===== config.mk =====
export PLATFORM = sky130hd
export DESIGN_NAME = lcd_segment_display_core
export DESIGN_NICKNAME = d
export VERILOG_FILES = /design/src/lcd_seg_pkg.sv /design/src/lcd_segment_display_core.sv
export SDC_FILE = /design/constraint.sdc
export NUM_CORES = 1
export LEC_CHECK = 0
export BUFFER_PORTS_ARGS = -buffer_cell sky130_fd_sc_hd__buf_2
export CORE_AREA = 3 3 152 154
export CTS_CLUSTER_DIAMETER = 30
export DETAILED_ROUTE_END_ITERATION = 6
export DIE_AREA = 0 0 155 157
export PLACE_DENSITY_LB_ADDON = 0.15
export SYNTH_ARGS = -nofsm -noshare
export SYNTH_HDL_FRONTEND = slang
export SYNTH_SLANG_ARGS = --single-unit

===== constraint.sdc =====
create_clock -name pclk -period 9.4 [get_ports pclk]
set_clock_uncertainty 0.2 [all_clocks]
set_input_delay 1.41 -clock pclk [delete_from_list [all_inputs] [get_ports pclk]]
set_output_delay 1.41 -clock pclk [all_outputs]
set_load 0.02 [all_outputs]

===== src/lcd_seg_pkg.sv =====
package lcd_seg_pkg;

  // Register offsets, byte addresses of aligned words
  localparam logic [7:0] CTRL_OFS = 8'h00;
  localparam logic [7:0] PTR_OFS = 8'h04;
  localparam logic [7:0] DATA_OFS = 8'h08;
  localparam logic [7:0] STAT_OFS = 8'h0C;
  localparam logic [7:0] VADJ_OFS = 8'h10;

  // Control word, bit 0 at osc_en
  typedef struct packed {
    logic shared_supply;
    logic supply_det_en;
    logic vadj_en;
    logic [1:0] blink;
    logic frame_hi;
    logic duty8;
    logic disp_en;
    logic bias_en;
    logic osc_en;
  } ctrl_s;

  localparam int CTRL_W = 10;
  localparam ctrl_s CTRL_RESET = ctrl_s'(10'h080);

  // Display memory shape
  localparam int RAM_DEPTH = 16;
  localparam int RAM_W = 8;
  localparam int PTR_W = 4;
  localparam int VADJ_W = 4;
  localparam logic [3:0] PTR_MAX4 = 4'h9;
  localparam logic [3:0] PTR_MAX8 = 4'hF;
  localparam logic [3:0] PTR_ZERO = 4'h0;

  // Pins
  localparam int N_ELEC = 20;
  localparam int N_BP = 4;
  localparam int N_DUAL = 4;
  localparam logic [2:0] SLOT_LAST4 = 3'h3;
  localparam logic [2:0] SLOT_LAST8 = 3'h7;

  // Drive levels in bias steps above ground
  typedef logic [2:0] level_t;
  localparam level_t LVL_GND = 3'h0;
  localparam level_t LVL_ONE = 3'h1;
  localparam level_t LVL_TWO = 3'h2;
  localparam level_t LVL_TOP3 = 3'h3;
  localparam level_t LVL_TOP4 = 3'h4;
  localparam level_t LVL_RESET = LVL_TOP3;

  // Timing
  localparam int CLK_HZ = 50_000_000;
  localparam int SYS_HZ = 32768;
  localparam int SYS_DIV = CLK_HZ / SYS_HZ;
  localparam logic [10:0] SYS_DIV_M1 = 11'(SYS_DIV - 1);
  localparam int FRAME_LO_HZ = 80;
  localparam int FRAME_HI_HZ = 160;
  localparam int DUTY4 = 4;
  localparam int DUTY8 = 8;
  localparam logic [5:0] SLOT_LO4 = 6'(SYS_HZ / (FRAME_LO_HZ * 2 * DUTY4) - 1);
  localparam logic [5:0] SLOT_HI4 = 6'(SYS_HZ / (FRAME_HI_HZ * 2 * DUTY4) - 1);
  localparam logic [5:0] SLOT_LO8 = 6'(SYS_HZ / (FRAME_LO_HZ * 2 * DUTY8) - 1);
  localparam logic [5:0] SLOT_HI8 = 6'(SYS_HZ / (FRAME_HI_HZ * 2 * DUTY8) - 1);

  // Blink dividers and the counter bit that marks the dark half
  localparam int BLINK_DIV1 = 16384;
  localparam int BLINK_DIV2 = 32768;
  localparam int BLINK_DIV3 = 65536;
  localparam int BLINK_BIT1 = $clog2(BLINK_DIV1) - 1;
  localparam int BLINK_BIT2 = $clog2(BLINK_DIV2) - 1;
  localparam int BLINK_BIT3 = $clog2(BLINK_DIV3) - 1;
  localparam logic [1:0] BLINK_OFF = 2'h0;
  localparam logic [1:0] BLINK_M1 = 2'h1;
  localparam logic [1:0] BLINK_M2 = 2'h2;

endpackage : lcd_seg_pkg


===== src/lcd_segment_display_core.sv =====
// Contract
// - Reset drives all outputs at supply level.
// - Reset selects quarter duty, third bias.
// - Reset: oscillator, bias, display all off.
// - Reset: adjust on, supply detect off.
// - Reset: shared pin acts as electrode.
// - Reset frame rate is 80 Hz.
// - Reset leaves blinking off.
// - Image held in 16x8 RAM.
// - RAM one lights segment, zero darkens.
// - Each bit drives in its backplane slot.
// - Quarter duty: two electrodes per location.
// - Eighth duty: one electrode per location.
// - Data bytes are least significant bit first.
// - Internal clock sets all drive timing.
// - Third bias bypasses the centre resistor.
// - Two drive configurations, paired duty and bias.
// - Twenty or sixteen electrode outputs driven.
// - Four or eight backplane outputs driven.
// - Pointer set, then single or run writes.
// - Two-bit blink mode, three divided rates.
// - Frame rate selects 80 or 160 Hz.
// - Pointer advances, wraps at mode maximum.
`timescale 1ns/1ns
module lcd_segment_display_core #(
  parameter int SHARED_IDX = 19
) (
  input wire logic pclk,
  input wire logic presetn,
  input wire logic psel,
  input wire logic penable,
  input wire logic pwrite,
  input wire logic [7:0] paddr,
  input wire logic [31:0] pwdata,
  output logic [31:0] prdata,
  output logic pready,
  output logic pslverr,
  output lcd_seg_pkg::level_t [lcd_seg_pkg::N_BP-1:0] backplane_output,
  output lcd_seg_pkg::level_t [lcd_seg_pkg::N_ELEC-1:0] electrode_output,
  output logic osc_running,
  output logic bias_gen_on,
  output logic center_bypass,
  output logic vadj_enable,
  output logic [lcd_seg_pkg::VADJ_W-1:0] vadj_code,
  output logic supply_detect_en,
  output logic shared_is_electrode
);

  lcd_seg_pkg::ctrl_s ctrl_reg;
  logic [lcd_seg_pkg::VADJ_W-1:0] vadj_reg;
  logic [lcd_seg_pkg::PTR_W-1:0] ptr_reg;
  logic [lcd_seg_pkg::RAM_DEPTH-1:0][lcd_seg_pkg::RAM_W-1:0] ram_reg;
  logic [31:0] prdata_reg;
  logic [10:0] div_reg;
  logic [5:0] slot_cnt_reg;
  logic [2:0] slot_idx_reg;
  logic pol_reg;
  logic [15:0] blink_cnt_reg;
  lcd_seg_pkg::level_t [lcd_seg_pkg::N_BP-1:0] bp_reg;
  lcd_seg_pkg::level_t [lcd_seg_pkg::N_ELEC-1:0] elec_reg;

  logic access;
  logic setup;
  logic hit_ctrl;
  logic hit_ptr;
  logic hit_data;
  logic hit_stat;
  logic hit_vadj;
  logic hit_any;
  logic data_wr;
  logic data_rd;
  logic [lcd_seg_pkg::PTR_W-1:0] ptr_max;
  logic [lcd_seg_pkg::PTR_W-1:0] ptr_next;
  logic [31:0] rd_mux;
  logic tick;
  logic [5:0] slot_len_m1;
  logic [2:0] slot_last;
  logic blank;
  logic drive_on;
  logic bias4;
  lcd_seg_pkg::level_t top_lvl;

  // Backplane level: selected swings full scale, others sit one step in
  function automatic lcd_seg_pkg::level_t bp_lvl(input logic sel, input logic pol, input logic b4);
    lcd_seg_pkg::level_t top;
    top = b4 ? lcd_seg_pkg::LVL_TOP4 : lcd_seg_pkg::LVL_TOP3;
    if (sel)
      bp_lvl = pol ? lcd_seg_pkg::LVL_GND : top;
    else
      bp_lvl = pol ? 3'(top - lcd_seg_pkg::LVL_ONE) : lcd_seg_pkg::LVL_ONE;
  endfunction : bp_lvl

  // Electrode level: lit sits opposite the selected backplane
  function automatic lcd_seg_pkg::level_t elec_lvl(input logic on, input logic pol, input logic b4);
    lcd_seg_pkg::level_t top;
    top = b4 ? lcd_seg_pkg::LVL_TOP4 : lcd_seg_pkg::LVL_TOP3;
    if (on)
      elec_lvl = pol ? top : lcd_seg_pkg::LVL_GND;
    else
      elec_lvl = pol ? 3'(top - lcd_seg_pkg::LVL_TWO) : lcd_seg_pkg::LVL_TWO;
  endfunction : elec_lvl

  // Bus decode; zero wait states, so pready only qualifies the access
  assign setup = psel & ~penable;
  assign access = psel & penable;
  assign hit_ctrl = (paddr == lcd_seg_pkg::CTRL_OFS);
  assign hit_ptr = (paddr == lcd_seg_pkg::PTR_OFS);
  assign hit_data = (paddr == lcd_seg_pkg::DATA_OFS);
  assign hit_stat = (paddr == lcd_seg_pkg::STAT_OFS);
  assign hit_vadj = (paddr == lcd_seg_pkg::VADJ_OFS);
  assign hit_any = hit_ctrl | hit_ptr | hit_data | hit_stat | hit_vadj;
  assign pready = access;
  assign pslverr = access & ~hit_any;
  assign prdata = prdata_reg;
  assign data_wr = access & pwrite & hit_data;
  assign data_rd = access & ~pwrite & hit_data;

  // bias follows duty, no other pairing exists
  assign bias4 = ctrl_reg.duty8;
  assign top_lvl = bias4 ? lcd_seg_pkg::LVL_TOP4 : lcd_seg_pkg::LVL_TOP3;
  // centre resistor out for third bias
  assign center_bypass = ~bias4;
  assign osc_running = ctrl_reg.osc_en;
  assign bias_gen_on = ctrl_reg.bias_en;
  assign vadj_enable = ctrl_reg.vadj_en;
  assign vadj_code = vadj_reg;
  assign supply_detect_en = ctrl_reg.supply_det_en;
  assign shared_is_electrode = ~ctrl_reg.shared_supply;
  assign drive_on = ctrl_reg.osc_en & ctrl_reg.bias_en & ctrl_reg.disp_en;

  // Read mux, sampled in setup so read data leaves a flop
  always_comb
  begin
    rd_mux = '0;
    unique case (1'b1)
      hit_ctrl: rd_mux = 32'(ctrl_reg);
      hit_ptr: rd_mux = 32'(ptr_reg);
      // byte returned as stored, bit 7 highest
      hit_data: rd_mux = 32'(ram_reg[ptr_reg]);
      hit_stat: rd_mux = 32'({blank, pol_reg, slot_idx_reg, drive_on});
      hit_vadj: rd_mux = 32'(vadj_reg);
      default: rd_mux = '0;
    endcase
  end

  always_ff @(posedge pclk or negedge presetn)
  begin
    if (!presetn)
      prdata_reg <= '0;
    else if (setup && !pwrite)
      prdata_reg <= rd_mux;
  end

  // Control register
  always_ff @(posedge pclk or negedge presetn)
  begin
    if (!presetn)
      ctrl_reg <= lcd_seg_pkg::CTRL_RESET;
    else if (access && pwrite && hit_ctrl)
      ctrl_reg <= lcd_seg_pkg::ctrl_s'(pwdata[lcd_seg_pkg::CTRL_W-1:0]);
  end

  always_ff @(posedge pclk or negedge presetn)
  begin
    if (!presetn)
      vadj_reg <= '0;
    else if (access && pwrite && hit_vadj)
      vadj_reg <= pwdata[lcd_seg_pkg::VADJ_W-1:0];
  end

  // advance and wrap at the mode's last location
  assign ptr_max = ctrl_reg.duty8 ? lcd_seg_pkg::PTR_MAX8 : lcd_seg_pkg::PTR_MAX4;
  assign ptr_next = (ptr_reg >= ptr_max) ? lcd_seg_pkg::PTR_ZERO : 4'(ptr_reg + 4'h1);

  // pointer loaded first, then any run of data accesses
  always_ff @(posedge pclk or negedge presetn)
  begin
    if (!presetn)
      ptr_reg <= lcd_seg_pkg::PTR_ZERO;
    else if (access && pwrite && hit_ptr)
      ptr_reg <= pwdata[lcd_seg_pkg::PTR_W-1:0];
    else if (data_wr || data_rd)
      ptr_reg <= ptr_next;
  end

  // display image in flops, cleared at reset by choice
  always_ff @(posedge pclk or negedge presetn)
  begin
    if (!presetn)
      ram_reg <= '0;
    else if (data_wr)
      ram_reg[ptr_reg] <= pwdata[lcd_seg_pkg::RAM_W-1:0];
  end

  // system tick divided from bus clock, stopped with oscillator
  always_ff @(posedge pclk or negedge presetn)
  begin
    if (!presetn)
      div_reg <= '0;
    else if (!ctrl_reg.osc_en || div_reg == lcd_seg_pkg::SYS_DIV_M1)
      div_reg <= '0;
    else
      div_reg <= div_reg + 11'h1;
  end

  assign tick = ctrl_reg.osc_en && (div_reg == lcd_seg_pkg::SYS_DIV_M1);

  // slot length from frame rate and duty
  always_comb
  begin
    unique case ({ctrl_reg.duty8, ctrl_reg.frame_hi})
      2'b00: slot_len_m1 = lcd_seg_pkg::SLOT_LO4;
      2'b01: slot_len_m1 = lcd_seg_pkg::SLOT_HI4;
      2'b10: slot_len_m1 = lcd_seg_pkg::SLOT_LO8;
      2'b11: slot_len_m1 = lcd_seg_pkg::SLOT_HI8;
    endcase
  end

  // four or eight slots per half frame
  assign slot_last = ctrl_reg.duty8 ? lcd_seg_pkg::SLOT_LAST8 : lcd_seg_pkg::SLOT_LAST4;

  // slot sequencer; polarity flips each half frame to keep DC off the glass
  always_ff @(posedge pclk or negedge presetn)
  begin
    if (!presetn)
    begin
      slot_cnt_reg <= '0;
      slot_idx_reg <= '0;
      pol_reg <= 1'b0;
    end
    else if (!ctrl_reg.osc_en || (access && pwrite && hit_ctrl)) // Restart, so no slot outlives a duty change
    begin
      slot_cnt_reg <= '0;
      slot_idx_reg <= '0;
      pol_reg <= 1'b0;
    end
    else if (tick)
    begin
      if (slot_cnt_reg >= slot_len_m1)
      begin
        slot_cnt_reg <= '0;
        if (slot_idx_reg >= slot_last)
        begin
          slot_idx_reg <= '0;
          pol_reg <= ~pol_reg;
        end
        else
          slot_idx_reg <= slot_idx_reg + 3'h1;
      end
      else
        slot_cnt_reg <= slot_cnt_reg + 6'h1;
    end
  end

  // free-running blink counter on system ticks
  always_ff @(posedge pclk or negedge presetn)
  begin
    if (!presetn)
      blink_cnt_reg <= '0;
    else if (tick)
      blink_cnt_reg <= blink_cnt_reg + 16'h1;
  end

  // dark half chosen by counter bit; RAM untouched
  always_comb
  begin
    unique case (ctrl_reg.blink)
      lcd_seg_pkg::BLINK_OFF: blank = 1'b0;
      lcd_seg_pkg::BLINK_M1: blank = blink_cnt_reg[lcd_seg_pkg::BLINK_BIT1];
      lcd_seg_pkg::BLINK_M2: blank = blink_cnt_reg[lcd_seg_pkg::BLINK_BIT2];
      default: blank = blink_cnt_reg[lcd_seg_pkg::BLINK_BIT3];
    endcase
  end

  // Dedicated backplane pins
  for (genvar b = 0; b < lcd_seg_pkg::N_BP; b++)
  begin : g_bp
    always_ff @(posedge pclk or negedge presetn)
    begin
      if (!presetn)
        bp_reg[b] <= lcd_seg_pkg::LVL_RESET;
      else if (!drive_on)
        bp_reg[b] <= top_lvl;
      else
        bp_reg[b] <= bp_lvl(slot_idx_reg == 3'(b), pol_reg, bias4);
    end
  end

  // Electrode pins; first four double as backplanes 4-7 at eighth duty
  for (genvar e = 0; e < lcd_seg_pkg::N_ELEC; e++)
  begin : g_elec
    logic on4;
    logic on8;
    lcd_seg_pkg::level_t dual_lvl;
    lcd_seg_pkg::level_t lvl_next;

    // two electrodes share a byte, low nibble even
    assign on4 = ram_reg[e / 2][{1'(e % 2), slot_idx_reg[1:0]}];

    if (e < lcd_seg_pkg::N_DUAL)
    begin : g_dual
      assign dual_lvl = bp_lvl(slot_idx_reg == 3'(e + lcd_seg_pkg::N_BP), pol_reg, bias4);
      assign on8 = 1'b0;
    end
    else
    begin : g_elec8
      // one location per electrode, bit k to slot k
      assign on8 = ram_reg[e - lcd_seg_pkg::N_DUAL][slot_idx_reg];
      assign dual_lvl = lcd_seg_pkg::LVL_GND;
    end

    always_comb
    begin
      if (!drive_on || (ctrl_reg.shared_supply && e == SHARED_IDX))
        lvl_next = top_lvl;
      else if (ctrl_reg.duty8 && e < lcd_seg_pkg::N_DUAL)
        lvl_next = dual_lvl;
      else if (ctrl_reg.duty8)
        // lit only outside the dark half
        lvl_next = elec_lvl(on8 & ~blank, pol_reg, bias4);
      else
        lvl_next = elec_lvl(on4 & ~blank, pol_reg, bias4);
    end

    always_ff @(posedge pclk or negedge presetn)
    begin
      if (!presetn)
        elec_reg[e] <= lcd_seg_pkg::LVL_RESET;
      else
        elec_reg[e] <= lvl_next;
    end
  end

  assign backplane_output = bp_reg;
  assign electrode_output = elec_reg;

  // Checks beside the logic
  a_off_supply: assert property (
    @(posedge pclk) disable iff (!presetn)
    !drive_on |=> (backplane_output[0] == $past(top_lvl)) && (electrode_output[5] == $past(top_lvl)))
    else $error("Idle outputs not at supply level");

  a_ptr_wrap: assert property (
    @(posedge pclk) disable iff (!presetn)
    (data_wr && ptr_reg == ptr_max) |=> ptr_reg == lcd_seg_pkg::PTR_ZERO)
    else $error("Pointer did not wrap");

  a_ptr_step: assert property (
    @(posedge pclk) disable iff (!presetn)
    ((data_wr || data_rd) && ptr_reg < ptr_max) |=> ptr_reg == $past(ptr_reg) + 4'h1)
    else $error("Pointer did not advance by one");

  a_ram_store: assert property (
    @(posedge pclk) disable iff (!presetn)
    data_wr |=> ram_reg[$past(ptr_reg)] == $past(pwdata[7:0]))
    else $error("Display byte not stored");

  a_bias_pair: assert property (
    @(posedge pclk) disable iff (!presetn)
    !drive_on |=> backplane_output[1] == ($past(center_bypass) ? lcd_seg_pkg::LVL_TOP3 : lcd_seg_pkg::LVL_TOP4))
    else $error("Bias not paired with duty");

  a_blink_off: assert property (
    @(posedge pclk) disable iff (!presetn)
    (drive_on && ctrl_reg.blink == lcd_seg_pkg::BLINK_OFF && !ctrl_reg.duty8 && !pol_reg
      && ram_reg[0][slot_idx_reg[1:0]]) |=> electrode_output[0] == lcd_seg_pkg::LVL_GND)
    else $error("Lit segment blanked while blinking is off");

  a_slot_range: assert property (
    @(posedge pclk) disable iff (!presetn)
    !ctrl_reg.duty8 |-> slot_idx_reg <= lcd_seg_pkg::SLOT_LAST4)
    else $error("Slot beyond quarter duty range");

  a_tick_gap: assert property (
    @(posedge pclk) disable iff (!presetn)
    tick |=> !tick [*8])
    else $error("System ticks too close");

  a_bp_select: assert property (
    @(posedge pclk) disable iff (!presetn)
    (drive_on && slot_idx_reg == 3'h0 && !pol_reg) |=> backplane_output[0] == $past(top_lvl))
    else $error("Backplane 0 not selected in its slot");

  a_bad_addr: assert property (
    @(posedge pclk) disable iff (!presetn)
    (access && !hit_any) |-> pslverr ##1 $stable(ptr_reg))
    else $error("Unmapped access not refused");

endmodule : lcd_segment_display_core


# After elaboration in Yosys (flattened, before gate mapping)
# Index checks and enable logic that the tools add are counted.
# totals
romBits	0
word_cells	360
latchBits	0
reg_bits	287
mem_count	0
out_inout_bits	116
inputBits	45
ram_bits	0
# op_classes
n_div	0
n_addsub	7
shift	0
muxes	190
eq_ne	17
order_cmp	8
n_reduce_logical	25
bitwise	56
multipliers	0
# op_table
op	n
$mux 3	99
$bwmux 128	1
$pmux 10 s5	1
$bmux 1 s3	16
$and 1x1->1	45
$bmux 1 s2	20
$mux 1	40
$bmux 8 s4	1
$demux 8 s4	1
$mux 6	3
$pmux 6 s3	1
$add 16x1->16 const B	1
$eq 8x4->1 const B	2
$mux 8	2
$eq 3x3->1 const B	4
$mux 4	3
$add 11x1->11 const B	1
$eq 11x11->1 const B	1
$mux 11	1
$eq 8x3->1 const B	1
$eq 8x5->1 const B	1
$logic_not 8->1	1
$lt 3x4->1 const B	2
$reduce_bool 2->1	4
26 further kinds	51

# Depth between registers and ports, before layout
# logic_depth
depth_word	7
ltp_mapped	12

# Worst setup path after synthesis
# Ideal clock, no wire load.
# synth_timing
path_kind	input to output
startpoint	in paddr[1]
endpoint	out pslverr
setup_slack_ns	5.409
n_path_buf	0
required_time_ns	7.790
stages	3
arrival_time_ns	2.381
path_cell_list	or4_4 nor2_1 a21oi_1
# synth_via
elab_chain_cells	7
# synth_lines
item	line_no	rtl
from (decl)	lcd_segment_display_core.sv:33	input wire logic [7:0] paddr,
$eq 8x3->1 or $logic_not 8->1 (tied branches)	lcd_segment_display_core.sv:107, lcd_segment_display_core.sv:106	
$or 1x1->1 (3 in a row)	lcd_segment_display_core.sv:111	assign hit_any = hit_ctrl | hit_ptr | hit_data | hit_stat | hit_vadj;
$or 1x1->1 *	lcd_segment_display_core.sv:111	
$not 1->1 *	lcd_segment_display_core.sv:113	assign pslverr = access & ~hit_any;
$and 1x1->1 *	lcd_segment_display_core.sv:113	
to (decl)	lcd_segment_display_core.sv:37	output logic pslverr,
# Every way passes the cells marked *; elsewhere a longest branch is shown, timed or not.

# Worst setup path in the final report
# Same ends and word-level chain as after synthesis.

==> results.json <==
{
  "cts_resized": 0,
  "nNetsFinal": 1262,
  "rr_endpoint": "slot_idx_reg[0]$_DFFE_PN0P_",
  "hpwl_mm": 22.4,
  "synthAdderAreaFrac": 0.0239,
  "cap_viol_max_count": 0,
  "synth_top_area_frac": 0.414,
  "finalNonFillerCells": 1514,
  "clockBufferDepth": 3,
  "setup_viol": 0,
  "hp-start": "blink_cnt_reg[12]$_DFFE_PN0P_",
  "synth-compound-area-share": 0.0783,
  "htree_levels": 2,
  "hp-class": "reg -> reg",
  "end_kind": "primary output",
  "dp.cells": 1417,
  "p_leak_nw": 7.15,
  "vdd_drop_max_mv": 0.146,
  "core_um2": 21800,
  "synth_edf_count": 0,
  "grt_antenna_before_repair": 0,
  "synth_top_family_by_area": "multiplexers",
  "ctsHoldBuffers": 0,
  "fmaxAchievable_ghz": 0.234,
  "clk_latency_ns": 0.54,
  "whs_endpoint": "blink_cnt_reg[12]$_DFFE_PN0P_",
  "die_h_um": 157,
  "drive_above_1_share": 0.371,
  "grt_pass1_wl_mm": 54.1,
  "synthDistinctLibCells": 58,
  "synth_flop_cell": "dfrtp_1",
  "yosys_warnings": 0,
  "diodes": 0,
  "synth_area_um2": 13100,
  "worstReg2RegStart": "bias4$_DFFE_PN0P_",
  "powerDensity_nw_per_um2": 199,
  "worst_pin_slew_ns": 1.15,
  "path_max_fanout": 6,
  "worstSetupStartpointType": "input port",
  "portBuffers": 116,
  "area_growth_pct": 18.4,
  "status": "completed",
  "ff2ff_path_depth": 8,
  "hold_viol": 0,
  "fp.dieW_um": 155,
  "synth.area.mux_share": 0.243,
  "maxSlewHeadroom": 0.229,
  "synth_xor_area_frac": 0.0268,
  "grt_pass1_vias": 9605,
  "critPathKind": "in -> out",
  "ys_seq_area_frac": 0.484,
  "syn-instance-count": 1091,
  "synth_largest_area_cell": "dfrtp_1",
  "cts_root_buf": "clkbuf_16",
  "synth_seq_cells": 251,
  "routed-via-count": 9488,
  "holdPathStages": 1,
  "drc": 0,
  "async_reset_ff_frac": 1.00,
  "grt_max_degree": 121,
  "final_antenna_net_count": 0,
  "grt_usage": 0.283,
  "power_w": 0.00308,
  "r2r_setup_slack_ns": 5.49,
  "rsz0062_at_grt": "false",
  "wirelength_mm": 34.0,
  "post-route-util": 0.709,
  "numCtsBuffers": 53,
  "dr.pass1.iters": 7,
  "syn_avg_cell_area_um2": 12.0,
  "clock_sinks": 251,
  "min_period_ns": 4.27,
  "drv_slew": 0,
  "finalSetupTns_ns": 0,
  "cp.arrival_ns": 2.66,
  "drt_iter0_markers": 689,
  "yosys.area_share.simple": 0.0968,
  "largest_reg_flops": 128,
  "grt_overflow": 0,
  "finalWeightedCongestion": 0.938,
  "start_util": 0.599,
  "ios": 161,
  "detail_route.wl_per_cell_um": 22.4,
  "min_period_over_period": 0.454,
  "rows": 54,
  "cts_tree": "done",
  "dieArea_um2": 24300,
  "netlist_top_cells_area": "dfrtp_1 (41%), mux2_2 (11%), mux4_2 (11%), dfstp_2 (7.0%), nand2_1 (2.5%)",
  "post_cts_buffers": 0,
  "vias_per_cell": 6.27,
  "worstPathRequired_ns": 7.79,
  "clk_pin_slew_ns": 0.04
}
## worst max-delay path by stage
stage,from,cells past startpoint,slack [ns],end
3_3_place_gp,paddr[1],6,4.97,osc_running$_DFFE_PN0P_
4_1_cts,paddr[1],5,5.15,pslverr
6_report,paddr[1],5,5.13,pslverr
5_1_grt,paddr[1],5,5.09,pslverr
3_5_place_dp,paddr[1],6,4.94,osc_running$_DFFE_PN0P_
2_1_floorplan,paddr[1],3,5.41,pslverr
## layer usage
layer | track usage | up-vias | share of wire | wire length (um)
met2 | 0.458 | 460 | 0.48 | 16200
met4 | 0.106 | 0 | 0.028 | 952
met1 | 0.391 | 4816 | 0.42 | 14200
met5 | 0 | - | 0 | 0
met3 | 0.0437 | 72 | 0.077 | 2600
li1 | - | 4140 | - | -
## cells in the mapped netlist, types with 4 or more instances
cell type and number:
nand2_1 87, dfrtp_1 216, nand3_1 45, nor2b_1 7, o22ai_1 11, buf_1 7
ha_1 25, dfstp_2 35, o21ai_0 55, xnor2_1 27, mux2_2 129, buf_2 9
nand4_1 7, inv_1 20, a22oi_1 6, a211oi_1 4, nor4_1 4, mux4_2 64
nor2_1 57, clkbuf_1 49, buf_4 36, xor2_1 13, a31oi_1 5, nor3_1 13
a21o_1 6, o21a_1 15, and3_1 11, a21oi_1 52, mux2i_1 28
## layout by cell type (no fill, tap or decap), drive strengths merged, types with 14 or more instances in the layout
| master | netlist | final |
|---|---|---|
| mux2 | 129 | 129 |
| clkinv | 3 | 18 |
| nor2 | 57 | 57 |
| mux2i | 28 | 28 |
| conb | 1 | 22 |
| dfstp | 35 | 35 |
| o21a | 15 | 15 |
| nand3 | 48 | 48 |
| o21ai | 55 | 55 |
| ha | 25 | 25 |
| inv | 20 | 22 |
| buf | 52 | 126 |
| a21oi | 52 | 52 |
| dfrtp | 216 | 216 |
| clkbuf | 49 | 67 |
| xnor2 | 27 | 27 |
| nand2 | 87 | 87 |
| nor3 | 14 | 14 |
| mux4 | 64 | 64 |
## final cells by class
class                   count  area (um^2)
multi-input cells         737         6210
fillers                  1522         6350
repair buffers            126          666
flip-flops and latches    251         6330
clock buffers              67         1470
inverters                  23         86.3
well taps                 280          350
clock inverters            30          367
## power by group
part	switching [W]	total, W	internal [W]	leakage (nW)
clock network	0.000591	0.00188	0.00129	0.891
registers	0.00000821	0.00110	0.00109	3.37
logic	0.0000769	0.0000997	0.0000228	2.88
total	0.000676	0.00308	0.00241	7.15
## kinds of logic (layout without fill, tap and decap cells)
group | Yosys count | after routing
AO/OA/AOI/OAI | 171 | 171
buffers and inverters | 124 | 246
other | 1 | 22
XOR/XNOR | 40 | 40
adder cells (fa/ha/maj) | 25 | 25
AND/OR/NAND/NOR | 258 | 258
multiplexers | 221 | 221
flip-flops | 251 | 251
## worst max-delay path: stages
cell	delay (ns)
buf_2	0.09
or4_4	0.56
nor2_1	0.29
a21oi_1	0.12
buf_2	0.18
## metrics by stage
step	setup slack, ns	hold slack, ns	cell area [um^2]
2_1_floorplan	5.41	0.241	13100
3_3_place_gp	4.97	0.257	13600
3_5_place_dp	4.94	0.266	13600
4_1_cts	5.15	0.275	15500
5_1_grt	5.09	0.280	15500
6_report	5.13	0.271	15500
No activity file was read; power rests on OpenSTA's default activity.
